File: src/instr_timing_pkg.sv
// shared constants and types for the instruction timing sequencer
package instr_timing_pkg;

	// ----------------------------------------------------------------
	// timing figures
	// ----------------------------------------------------------------
	localparam int CLK_PERIOD_NS = 25;
	localparam logic [3:0] MAX_CLOCKS = 4'h8;
	localparam logic [3:0] COUNT_ONE = 4'h1;
	localparam logic [1:0] BYTES_ONE = 2'h1;

	// ----------------------------------------------------------------
	// opcodes with side effects outside the core
	// ----------------------------------------------------------------
	localparam logic [7:0] OP_XWRITE_DP = 8'hF0;
	localparam logic [7:0] OP_XWRITE_R0 = 8'hF2;
	localparam logic [7:0] OP_XWRITE_R1 = 8'hF3;
	localparam logic [7:0] OP_CODE_READ_PC = 8'h83;
	localparam logic [7:0] OP_CODE_READ_DP = 8'h93;

	// ----------------------------------------------------------------
	// reset values
	// ----------------------------------------------------------------
	localparam logic [15:0] PC_RESET = 16'h0000;

	// decoded cost and class of one opcode
	typedef struct packed {
		logic [1:0] len;
		logic [3:0] clocks;
		logic cond;
		logic relJump;
		logic extWrite;
		logic codeRead;
	} instrInfo_t;

	// sequencer states, gray coded along opcode -> operand -> execute
	typedef enum logic [1:0] {
		ST_OPCODE = 2'b00,
		ST_OPERAND = 2'b01,
		ST_EXEC = 2'b11
	} seqState_t;

endpackage

File: src/decode_if.sv
// opcode and decoded information between sequencer and decoder
interface decode_if;
	import instr_timing_pkg::*;
	logic [7:0] opcode;
	instrInfo_t info;
	modport seq (output opcode, input info);
	modport dec (input opcode, output info);
endinterface

File: src/instr_decode.sv
// opcode decoder: byte count, clock cost and class of every opcode
module instr_decode
	import instr_timing_pkg::*;
(
	// opcode in, decoded info out
	decode_if.dec dif
);

	// ----------------------------------------------------------------
	// table helpers
	// ----------------------------------------------------------------
	function automatic instrInfo_t mk(input logic [1:0] l, input logic [3:0] c,
		input logic cd, input logic rj);
		instrInfo_t r;
		r = '0;
		r.len = l;
		r.clocks = c;
		r.cond = cd;
		r.relJump = rj;
		return r;
	endfunction

	// full map, same encodings as the reference set; only clocks differ
	// (RQ1) reference opcode map
	function automatic instrInfo_t decode(input logic [7:0] op);
		instrInfo_t r;
		logic [3:0] hi;
		hi = op[7:4];
		r = mk(2'h1, 4'h1, 1'b0, 1'b0);
		if (op[3]) begin
			// (RQ6) bank register forms
			case (hi)
				4'h7, 4'h8, 4'hA: r = mk(2'h2, 4'h2, 1'b0, 1'b0);
				4'hB: r = mk(2'h3, 4'h3, 1'b1, 1'b0);
				4'hD: r = mk(2'h2, 4'h2, 1'b1, 1'b0);
				default: r = mk(2'h1, 4'h1, 1'b0, 1'b0);
			endcase
		end else begin
			case (op[2:0])
				3'h6, 3'h7: begin
					// (RQ7) pointer indirect forms, incl (RQ12) and (RQ17)
					case (hi)
						4'h7, 4'h8, 4'hA: r = mk(2'h2, 4'h2, 1'b0, 1'b0);
						4'hB: r = mk(2'h3, 4'h4, 1'b1, 1'b0);
						default: r = mk(2'h1, 4'h2, 1'b0, 1'b0);
					endcase
				end
				3'h5: begin
					// (RQ8) direct operand; (RQ11) direct to direct
					case (hi)
						4'h7, 4'h8: r = mk(2'h3, 4'h3, 1'b0, 1'b0);
						4'hA: r = mk(2'h1, 4'h1, 1'b0, 1'b0);
						4'hB, 4'hD: r = mk(2'h3, 4'h3, 1'b1, 1'b0);
						default: r = mk(2'h2, 4'h2, 1'b0, 1'b0);
					endcase
				end
				3'h4: begin
					// (RQ10) accumulator unary ops in one clock
					case (hi)
						4'h2, 4'h3, 4'h4, 4'h5, 4'h6, 4'h7, 4'h9: r = mk(2'h2, 4'h2, 1'b0, 1'b0);
						4'h8: r = mk(2'h1, 4'h8, 1'b0, 1'b0);
						4'hA: r = mk(2'h1, 4'h4, 1'b0, 1'b0);
						4'hB: r = mk(2'h3, 4'h3, 1'b1, 1'b0);
						default: r = mk(2'h1, 4'h1, 1'b0, 1'b0);
					endcase
				end
				3'h3: begin
					// (RQ9) immediate into direct; (RQ14) code reads
					case (hi)
						4'h4, 4'h5, 4'h6: r = mk(2'h3, 4'h3, 1'b0, 1'b0);
						4'h7, 4'h8, 4'h9, 4'hE, 4'hF: r = mk(2'h1, 4'h3, 1'b0, 1'b0);
						default: r = mk(2'h1, 4'h1, 1'b0, 1'b0);
					endcase
				end
				3'h2: begin
					// (RQ20) accumulator into direct, xor too
					case (hi)
						4'h0, 4'h1: r = mk(2'h3, 4'h4, 1'b0, 1'b0);
						4'h2, 4'h3: r = mk(2'h1, 4'h5, 1'b0, 1'b0);
						4'hE, 4'hF: r = mk(2'h1, 4'h3, 1'b0, 1'b0);
						default: r = mk(2'h2, 4'h2, 1'b0, 1'b0);
					endcase
				end
				3'h1: r = mk(2'h2, 4'h3, 1'b0, 1'b0);
				default: begin
					// (RQ13) data pointer load; (RQ16) stack; (RQ15) external
					case (hi)
						4'h0: r = mk(2'h1, 4'h1, 1'b0, 1'b0);
						4'h1, 4'h2, 4'h3: r = mk(2'h3, 4'h3, 1'b1, 1'b0);
						4'h4, 4'h5, 4'h6, 4'h7: r = mk(2'h2, 4'h2, 1'b1, 1'b0);
						4'h8: r = mk(2'h2, 4'h3, 1'b0, 1'b1);
						4'h9: r = mk(2'h3, 4'h3, 1'b0, 1'b0);
						4'hE, 4'hF: r = mk(2'h1, 4'h3, 1'b0, 1'b0);
						default: r = mk(2'h2, 4'h2, 1'b0, 1'b0);
					endcase
				end
			endcase
		end
		// (RQ5) external write class
		r.extWrite = (op == OP_XWRITE_DP) || (op == OP_XWRITE_R0) || (op == OP_XWRITE_R1);
		r.codeRead = (op == OP_CODE_READ_PC) || (op == OP_CODE_READ_DP);
		return r;
	endfunction

	// purely combinational so the sequencer decides in the opcode cycle
	assign dif.info = decode(dif.opcode);

endmodule

File: src/instr_timing.sv
// instruction fetch and timing sequencer of the pipelined core
//
// Overview of operation
// (RQ1) opcodes, modes, flags match reference set
// (RQ2) all timing counted in system clocks
// (RQ3) most instructions: one clock per byte
// (RQ4) untaken conditional branch one clock shorter
// (RQ5) external write targets RAM or flash
// (RQ6) accumulator/bank register ops: 1 byte, 1 clock
// (RQ7) pointer indirect operand ops: 1 byte, 2 clocks
// (RQ8) direct or immediate operand: 2 bytes, 2 clocks
// (RQ9) logic immediate into direct: 3 bytes, 3 clocks
// (RQ10) accumulator clear, complement, rotate, swap: 1 clock
// (RQ11) direct/immediate into direct: 3 bytes, 3 clocks
// (RQ12) store into pointer indirect: 2 bytes, 2 clocks
// (RQ13) data pointer immediate load: 3 bytes, 3 clocks
// (RQ14) code byte read: 1 byte, 3 clocks
// (RQ15) external data read/write: 1 byte, 3 clocks
// (RQ16) push/pop direct: 2 bytes, 2 clocks
// (RQ17) low nibble exchange: 1 byte, 2 clocks
// (RQ18) no instruction exceeds eight clocks
// (RQ19) relative offset signed, from next instruction
// (RQ20) xor accumulator into direct: 2 bytes, 2 clocks
module instr_timing
	import instr_timing_pkg::*;
(
	// clock and reset
	input wire logic clk,
	input wire logic resetn,
	// program memory fetch
	input wire logic [7:0] codeByte,
	input wire logic codeValid,
	output logic [15:0] fetchAddr,
	// execution pipeline
	input wire logic branchCond,
	input wire logic pcLoad,
	input wire logic [15:0] pcLoadValue,
	input wire logic [7:0] accValue,
	input wire logic [15:0] dataPointer,
	input wire logic [7:0] pointerReg,
	input wire logic programStoreEnable,
	output logic [7:0] opcodeOut,
	output logic [7:0] operand1,
	output logic [7:0] operand2,
	output logic instrDone,
	output logic busy,
	// data memories
	output logic extWriteStrobe,
	output logic flashTarget,
	output logic [15:0] extAddr,
	output logic codeReadStrobe,
	output logic [15:0] codeReadAddr
);

	// ----------------------------------------------------------------
	// decoder
	// ----------------------------------------------------------------
	decode_if dif();
	instrInfo_t info;
	instrInfo_t infoReg;

	instr_decode u_dec (
		.dif(dif.dec)
	);

	// the decoder sees the live byte every cycle; its result is used only in the opcode cycle
	assign dif.opcode = codeByte;
	assign info = dif.info;

	// ----------------------------------------------------------------
	// sequencer state
	// ----------------------------------------------------------------
	seqState_t state_reg, state_next;
	logic [3:0] cnt_reg, cnt_next;
	logic [3:0] total_reg, total_next;
	logic [1:0] bytes_reg;
	logic taken_reg, taken_next;
	logic accept, operandTake, lastCycle;

	// sign extension of a relative offset
	function automatic logic [15:0] sext(input logic [7:0] rel);
		return {{8{rel[7]}}, rel};
	endfunction

	assign accept = (state_reg == ST_OPCODE) && codeValid;
	assign operandTake = (state_reg == ST_OPERAND) && codeValid;

	// next count, total and branch decision for this cycle
	always_comb begin
		state_next = state_reg;
		cnt_next = cnt_reg;
		total_next = total_reg;
		taken_next = taken_reg;
		lastCycle = 1'b0;
		case (state_reg)
			ST_OPCODE: begin
				if (codeValid) begin
					// (RQ2) count starts at one on the opcode clock
					cnt_next = COUNT_ONE;
					total_next = info.clocks;
					taken_next = 1'b0;
					if (info.clocks == COUNT_ONE) begin
						lastCycle = 1'b1;
					end else if (info.len != BYTES_ONE) begin
						state_next = ST_OPERAND;
					end else begin
						state_next = ST_EXEC;
					end
				end
			end
			ST_OPERAND: begin
				if (codeValid) begin
					// (RQ3) one program byte taken per clock
					cnt_next = cnt_reg + COUNT_ONE;
					if ((bytes_reg + BYTES_ONE) == infoReg.len) begin
						// (RQ4) taken conditional branch costs one extra clock
						taken_next = infoReg.relJump || (infoReg.cond && branchCond);
						total_next = infoReg.clocks + {3'h0, infoReg.cond && branchCond};
						if (cnt_next == total_next) begin
							lastCycle = 1'b1;
							state_next = ST_OPCODE;
						end else begin
							state_next = ST_EXEC;
						end
					end
				end
			end
			ST_EXEC: begin
				cnt_next = cnt_reg + COUNT_ONE;
				if (cnt_next == total_reg) begin
					lastCycle = 1'b1;
					state_next = ST_OPCODE;
				end
			end
			default: begin
				state_next = ST_OPCODE;
			end
		endcase
	end

	// state, counters and branch flag
	always_ff @(posedge clk or negedge resetn) begin
		if (!resetn) begin
			state_reg <= ST_OPCODE;
			cnt_reg <= 4'h0;
			total_reg <= 4'h0;
			taken_reg <= 1'b0;
		end else begin
			state_reg <= state_next;
			cnt_reg <= cnt_next;
			total_reg <= total_next;
			taken_reg <= taken_next;
		end
	end

	// byte counter and latched decode of the current instruction
	always_ff @(posedge clk or negedge resetn) begin
		if (!resetn) begin
			bytes_reg <= 2'h0;
			infoReg <= '0;
			opcodeOut <= 8'h00;
		end else if (accept) begin
			bytes_reg <= BYTES_ONE;
			infoReg <= info;
			opcodeOut <= codeByte;
		end else if (operandTake) begin
			bytes_reg <= bytes_reg + BYTES_ONE;
		end
	end

	// operand bytes in program order; the offset is always the last one
	always_ff @(posedge clk or negedge resetn) begin
		if (!resetn) begin
			operand1 <= 8'h00;
			operand2 <= 8'h00;
		end else if (operandTake) begin
			if (bytes_reg == BYTES_ONE) begin
				operand1 <= codeByte;
			end else begin
				operand2 <= codeByte;
			end
		end
	end

	// ----------------------------------------------------------------
	// program counter
	// ----------------------------------------------------------------
	logic [7:0] relByte;
	logic [15:0] branchTarget;

	assign relByte = (infoReg.len == 2'h3) ? operand2 : operand1;
	// fetchAddr already points past the last byte once the offset is in
	// (RQ19) signed offset from the next instruction
	assign branchTarget = fetchAddr + sext(relByte);

	// branch redirect wins over a pipeline load in the same cycle
	always_ff @(posedge clk or negedge resetn) begin
		if (!resetn) begin
			fetchAddr <= PC_RESET;
		end else if (accept || operandTake) begin
			fetchAddr <= fetchAddr + 16'h0001;
		end else if ((state_reg == ST_EXEC) && lastCycle && taken_reg) begin
			fetchAddr <= branchTarget;
		end else if (pcLoad) begin
			fetchAddr <= pcLoadValue;
		end
	end

	// ----------------------------------------------------------------
	// completion and memory strobes
	// ----------------------------------------------------------------
	always_ff @(posedge clk or negedge resetn) begin
		if (!resetn) begin
			instrDone <= 1'b0;
			busy <= 1'b0;
		end else begin
			instrDone <= lastCycle;
			busy <= (state_next != ST_OPCODE);
		end
	end

	// external writes steer to flash only while program store is enabled
	always_ff @(posedge clk or negedge resetn) begin
		if (!resetn) begin
			extWriteStrobe <= 1'b0;
			flashTarget <= 1'b0;
			extAddr <= 16'h0000;
		end else begin
			// (RQ5) write lands in RAM or flash
			extWriteStrobe <= lastCycle && infoReg.extWrite && (state_reg == ST_EXEC);
			if (lastCycle && infoReg.extWrite && (state_reg == ST_EXEC)) begin
				flashTarget <= programStoreEnable;
				extAddr <= (opcodeOut == OP_XWRITE_DP) ? dataPointer : {8'h00, pointerReg};
			end
		end
	end

	// code reads from the PC (83) use the next instruction address as base, 93 uses dataPointer
	always_ff @(posedge clk or negedge resetn) begin
		if (!resetn) begin
			codeReadStrobe <= 1'b0;
			codeReadAddr <= 16'h0000;
		end else begin
			// (RQ14) code byte read at accumulator plus base
			codeReadStrobe <= lastCycle && infoReg.codeRead && (state_reg == ST_EXEC);
			if (lastCycle && infoReg.codeRead && (state_reg == ST_EXEC)) begin
				codeReadAddr <= {8'h00, accValue} +
					((opcodeOut == OP_CODE_READ_DP) ? dataPointer : fetchAddr);
			end
		end
	end
endmodule

File: config.mk
export PLATFORM = sky130hd
export DESIGN_NAME = instr_timing
export DESIGN_NICKNAME = d
export VERILOG_FILES = /design/src/instr_timing_pkg.sv /design/src/decode_if.sv /design/src/instr_decode.sv /design/src/instr_timing.sv
export SDC_FILE = /design/constraint.sdc
export NUM_CORES = 1
export LEC_CHECK = 0
export BUFFER_PORTS_ARGS = -buffer_cell sky130_fd_sc_hd__clkbuf_2
export CAP_MARGIN = 20
export CORE_MARGIN = 2
export CORE_UTILIZATION = 28
export CTS_CLUSTER_DIAMETER = 30
export CTS_CLUSTER_SIZE = 40
export DETAILED_ROUTE_END_ITERATION = 10
export PLACE_DENSITY = 0.59
export SYNTH_ARGS = -nofsm -noshare
export SYNTH_HDL_FRONTEND = slang
export SYNTH_SLANG_ARGS = --single-unit
File: constraint.sdc
create_clock -name clk -period 3.3 [get_ports clk]
set_input_delay 0.66 -clock clk [delete_from_list [all_inputs] [get_ports clk]]
set_output_delay 0.66 -clock clk [all_outputs]
set_load 0.005 [all_outputs]
# Yosys cells after proc, flatten, opt, wreduce, memory -nomap -nowiden
# Memory sizes are Yosys's and may differ from the RTL's.
# Cells that the tools add are included.
[op_classes]
n_eq_ne = 36
bitwise = 1
n_mux = 40
n_reduce_logical = 32
addsub = 6
[ops]
columns = ["op", "count"]
rows = [
  ["$pmux 10 s3", 3],
  ["$mux 16", 5],
  ["$pmux 10 s6", 1],
  ["$eq 8x8->1 const B", 7],
  ["$eq 4x4->1 const B", 6],
  ["$mux 4", 5],
  ["$pmux 10 s2", 1],
  ["$mux 2", 9],
  ["$add 16x1->16 const B", 1],
  ["$add 16x16->16", 1],
  ["$add 8x16->16", 1],
  ["$eq 3x3->1 const B", 4],
  ["$pmux 4 s3", 1],
  ["$reduce_or 2->1", 6],
  ["$mux 10", 1],
  ["$logic_and 1x1->1", 9],
  ["$mux 1", 9],
  ["$eq 4x1->1 const B", 2],
  ["$eq 4x2->1 const B", 2],
  ["$eq 4x4->1", 2],
  ["$mux 8", 1],
  ["$pmux 4 s2", 1],
  ["$eq 3x2->1 const B", 2],
  ["$pmux 2 s3", 1],
  ["22 further kinds", 34],
]
[totals]
output_inout_bits = 77
memories = 3
rom_bits = 240
in_bits = 62
regBits = 100
[mem_list]
columns = ["name", "words", "word_bits", "rd", "rd_ports_with_merged_regs", "wr", "line_no", "source"]
rows = [
  ["(no name shown)", 16, 7, 1, 0, 0, "instr_decode.sv:59", "case (hi)"],
  ["(no name shown)", 16, 6, 1, 0, 0, "instr_decode.sv:87", "case (hi)"],
  ["(no name shown)", 16, 2, 1, 0, 0, "instr_decode.sv:69", "case (hi)"],
]

# Depth between registers and ports, before layout
[logic_depth]
ltp_word = 13
mapped_depth = 13
mapped_depth_nobuf = 11

# Cells and area by module
# Synthesis repeated with hierarchy kept, for this count alone.
[hier_totals]
hier_cells = 761
hier_area_um2 = 6869.1
[by_module_without_submodules]
columns = ["mod", "instances", "seq_area_each_um2", "cells_per_inst", "area_each_um2"]
rows = [
  ["instr_timing", 1, 2502.4, 665, 6248.5],
  ["instr_decode", 1, 0.0, 96, 620.6],
]

# Worst setup path before layout
# No wires, ideal clock.
[synth_timing]
path_type = "reg-to-reg"
startpoint = "register opcodeOut[3]"
endpoint = "register codeReadAddr[10]"
setup_ns = 0.087
t_required_ns = 3.213
synth_period_minus_slack_ns = 3.315
slack_ns = -0.015
t_arrival_ns = 3.228
stages_incl_launch_ff = 14
n_path_buf = 2
path_cell_list = "dfrtp_1 -> nor4bb_1 -> clkbuf_2 -> nand2_1 -> buf_2 -> mux2_2 -> ha_1 -> fa_1 -> a211oi_1 -> nor2_1 -> o31ai_2 -> nor3b_1 -> xnor2_1 -> o211ai_1"
[synth_via]
elab_chain_len = 3
[synth_rtl]
columns = ["element", "line_no", "source"]
rows = [
  ["from (decl)", "instr_timing.sv:42", "output logic [7:0] opcodeOut,"],
  ["from (signal assigned)", "instr_timing.sv:165", "opcodeOut <= codeByte;"],
  ["$eq 8x8->1", "instr_timing.sv:248", "((opcodeOut == OP_CODE_READ_DP) ? dataPointer : fetchAddr);"],
  ["$mux 16", "instr_timing.sv:248", ""],
  ["$add 8x16->16", "instr_timing.sv:247", "codeReadAddr <= {8'h00, accValue} +"],
  ["to (signal assigned)", "instr_timing.sv:247", ""],
  ["to (decl)", "instr_timing.sv:52", "output logic [15:0] codeReadAddr"],
]
# No other way between the ends.
# A chain may end at the register's enable or synchronous reset.

# Worst setup path in the final report
[layout_timing]
startpoint = "register opcodeOut[2]"
endpoint = "register codeReadAddr[10]"
# The elaborated chain is that of the path after synthesis.

==> reports/summary.txt <==
R2R Path End = codeReadAddr[10]
Via Count = 6507
CP Data Required Time = 3.57 ns
Startpoint types = flop
Logic pwr share = 55.3%
YS warnings = 0
Largest net degree at the start of global routing = 51
Core Rows = 57
Clock Tree Root = clkbuf_16
Antenna viol nets, final = 0
CTS Buf Count = 9
Max transition margin = 45.8%
CTS Sinks = 100
EDFF count, synth = 0
Primary FF master, synth = dfrtp_1
Setup WS pre-CTS = -0.104 ns
Synthesis-to-finish area growth = 21.9%
Synth cell types = 93
Post-DP HPWL = 17400 µm
Setup violations, final = 0
R2R depth = 11
Tightest Pin Transition = 0.811 ns
Reg-to-reg setup timing slack = 0.15 ns
Worst path max stage delay = 0.45 ns
Cell Int Power = 4.05 mW
GRT overflow = 0
Largest registers = codeReadAddr (16), extAddr (16), fetchAddr (16)
Commonest cells post-synth = nand2_1, dfrtp_1, o21ai_0
FMAX = 0.318 GHz
Sw frac = 43.4%
CTS tree = done
Synthesized area = 6900 µm²
Yosys reg bits = 100
Final hold slack = 0.309 ns
WL final = 22500 µm
Effective utilization at floorplan = 28.5%
Chip width = 161 µm
Vias in the first global route = 6229
Tcrit/Tclk final = 95.4%
Clock Path Buffers = 2
Worst clock skew = 0.0116 ns
Area leader, netlist = dfrtp_1
Sw power = 3.10 mW
CP endpoint kind = flop
Post-synthesis async set-or-reset flop share = 100%
DRC = 0
CP cell instances = nor4bb_4 -> nand2_2 -> mux2_2 -> ha_1 -> fa_1 -> a211oi_2 -> nor2_1 -> o31ai_4 -> nor3b_1 -> xnor2_1 -> o211ai_1
DP Area = 8060 µm²
Synth Instances = 774
GRT Overall Usage = 17.4%
Syn nets = 869
DR vias/cell = 5.21
NumNets Final = 1015
Clock transition at path regs = 0.08 ns
Worst flop-to-flop path startpoint = opcodeOut[2]
Power per cell area = 849 nW/µm²
Clock latency on the worst-skew pair = 0.36 ns
Status = complete, no violations
Share of cells above drive strength 1 = 26.8%
Leak Pwr = 3.90 nW
DRT Pass-1 Iters = 5
Total die area = 25900 µm²
Post-synthesis sequential area ratio = 36.2%
Sequential share of power = 28.3%
Antenna diodes = 0
Most area-consuming cells after synthesis = dfrtp_1, nand2_1, ha_1, mux2_2, o21ai_0
GP Congestion = 0.929
Max cap viols = 0
Core ar. = 24200 µm²
Layout Utilization = 34.7%
First-pass GRT wire length = 35500 µm
Crit Path Max Fanout = 6
Mean routed wirelength per cell = 18.0 µm
HP Class = primary input to async pin
Avg Inst Size Synth = 8.92 µm²
Number of DRC markers in iteration 0 = 461
Area share of the largest cell type after synthesis = 36.2%
DIE HEIGHT = 161 µm
Peak supply drop = 0.333 mV
Clk pwr share = 16.4%
Antenna violations before repair = 0
H-tree Lvls = 3
Count of final hold-check violations = 0
RSZ-0062 raised after global routing = false
Final Max Tran Viols = 0
Worst endpoint data arrival time = 3.42 ns
Final Worst Setup Slack = 0.152 ns
Tmin final = 3.15 ns
Input/output buffers = 138
Design Area, Final = 8420 µm²
WS Path Type = flop to flop
Max stage delay cell, worst path = fa_1
Top-count cell post-synth = nand2_1
Top Ports = 139
[repair_timing]
action	in CTS	in global routing
hold buffers	0	0
gates resized for setup	2	2
pin swaps	0	3
buffers inserted	0	2
setup endpoints to repair	5	6
gates cloned	0	0
[critical path: cells and delay by family (launching register included)]
kind	cells	cell delay, ns
adder cells (fa/ha/maj)	2	0.68
multiplexers	1	0.31
XOR/XNOR	1	0.14
AND/OR/NAND/NOR	4	0.75
AO/OA/AOI/OAI	3	0.77
flip-flops	1	0.41
[metrics by stage]
stage | power [mW] | std cells | TNS [ns]
2_1_floorplan | 4.65 | 774 | 0
3_3_place_gp | 5.91 | 1231 | -0.0559
3_5_place_dp | 5.94 | 1231 | -0.340
4_1_cts | 7.15 | 1247 | 0
5_1_grt | 7.75 | 1249 | 0
6_report | 7.15 | 1249 | 0
[power groups by stage]
stage                     combinational, mW  clock (mW)  sequential [mW]
after CTS                              3.94        1.20             2.02
after global routing                   4.41        1.25             2.08
after detailed placement               3.91           0             2.04
final                                  3.95        1.17             2.02
after global placement                 3.88           0             2.04
after floorplan                        2.74           0             1.91
[layer usage]
layer	track usage [%]	wire length (µm)
met1	24.8	10700
met2	27.2	9990
met3	3.21	1460
met4	4.10	328
met5	0	0
[how the worst max path moves through the flow]
stage,from,endpoint,slack [ns],cells after the start
finish,opcodeOut[2],codeReadAddr[10],0.15,11
global route,opcodeOut[2],codeReadAddr[12],0.006,11
CTS,opcodeOut[3],codeReadAddr[10],0.05,11
detailed placement,opcodeOut[3],codeReadAddr[10],-0.10,11
global placement,opcodeOut[3],codeReadAddr[13],-0.04,11
floorplan,opcodeOut[3],codeReadAddr[10],0.07,13
[cell type report]
cell class	instances	area [µm²]
Fill cell	2563	15800
Multi-Input combinational cell	612	4140
Sequential cell	100	2500
Timing Repair Buffer	174	963
Tap cell	324	405
Clock buffer	11	243
Inverter	23	91.3
Clock inverter	5	75.1
[cells in the final DEF, fill, tap and decap left out, drive strengths merged, types with 6 or more instances in the layout]
master | netlist | routed
inv | 21 | 21
nand2b | 6 | 6
a21oi | 35 | 35
xor2 | 13 | 13
nor3 | 21 | 21
o21a | 6 | 6
nor2 | 50 | 50
a211oi | 17 | 17
and3 | 18 | 18
a31oi | 13 | 13
nand2 | 108 | 108
buf | 19 | 37
clkbuf | 20 | 148
o21ai | 66 | 66
nand4 | 10 | 10
dfrtp | 100 | 100
o31ai | 6 | 6
a21o | 16 | 16
o22ai | 8 | 8
nor4 | 7 | 7
ha | 31 | 31
mux2 | 33 | 33
o211ai | 8 | 8
xnor2 | 21 | 21
nand3 | 27 | 27
[logic make-up (layout without fill, tap and decap cells)]
| kind of cell | Yosys count | in the layout | synth area share, % |
|---|---|---|---|
| buffers and inverters | 62 | 213 | 4.29 |
| AND/OR/NAND/NOR | 282 | 282 | 20.4 |
| AO/OA/AOI/OAI | 223 | 223 | 21.7 |
| adder cells (fa/ha/maj) | 33 | 33 | 6.20 |
| XOR/XNOR | 36 | 36 | 5.00 |
| flip-flops | 100 | 100 | 36.2 |
| multiplexers | 38 | 38 | 6.11 |
(Power assumes the default switching activity.)
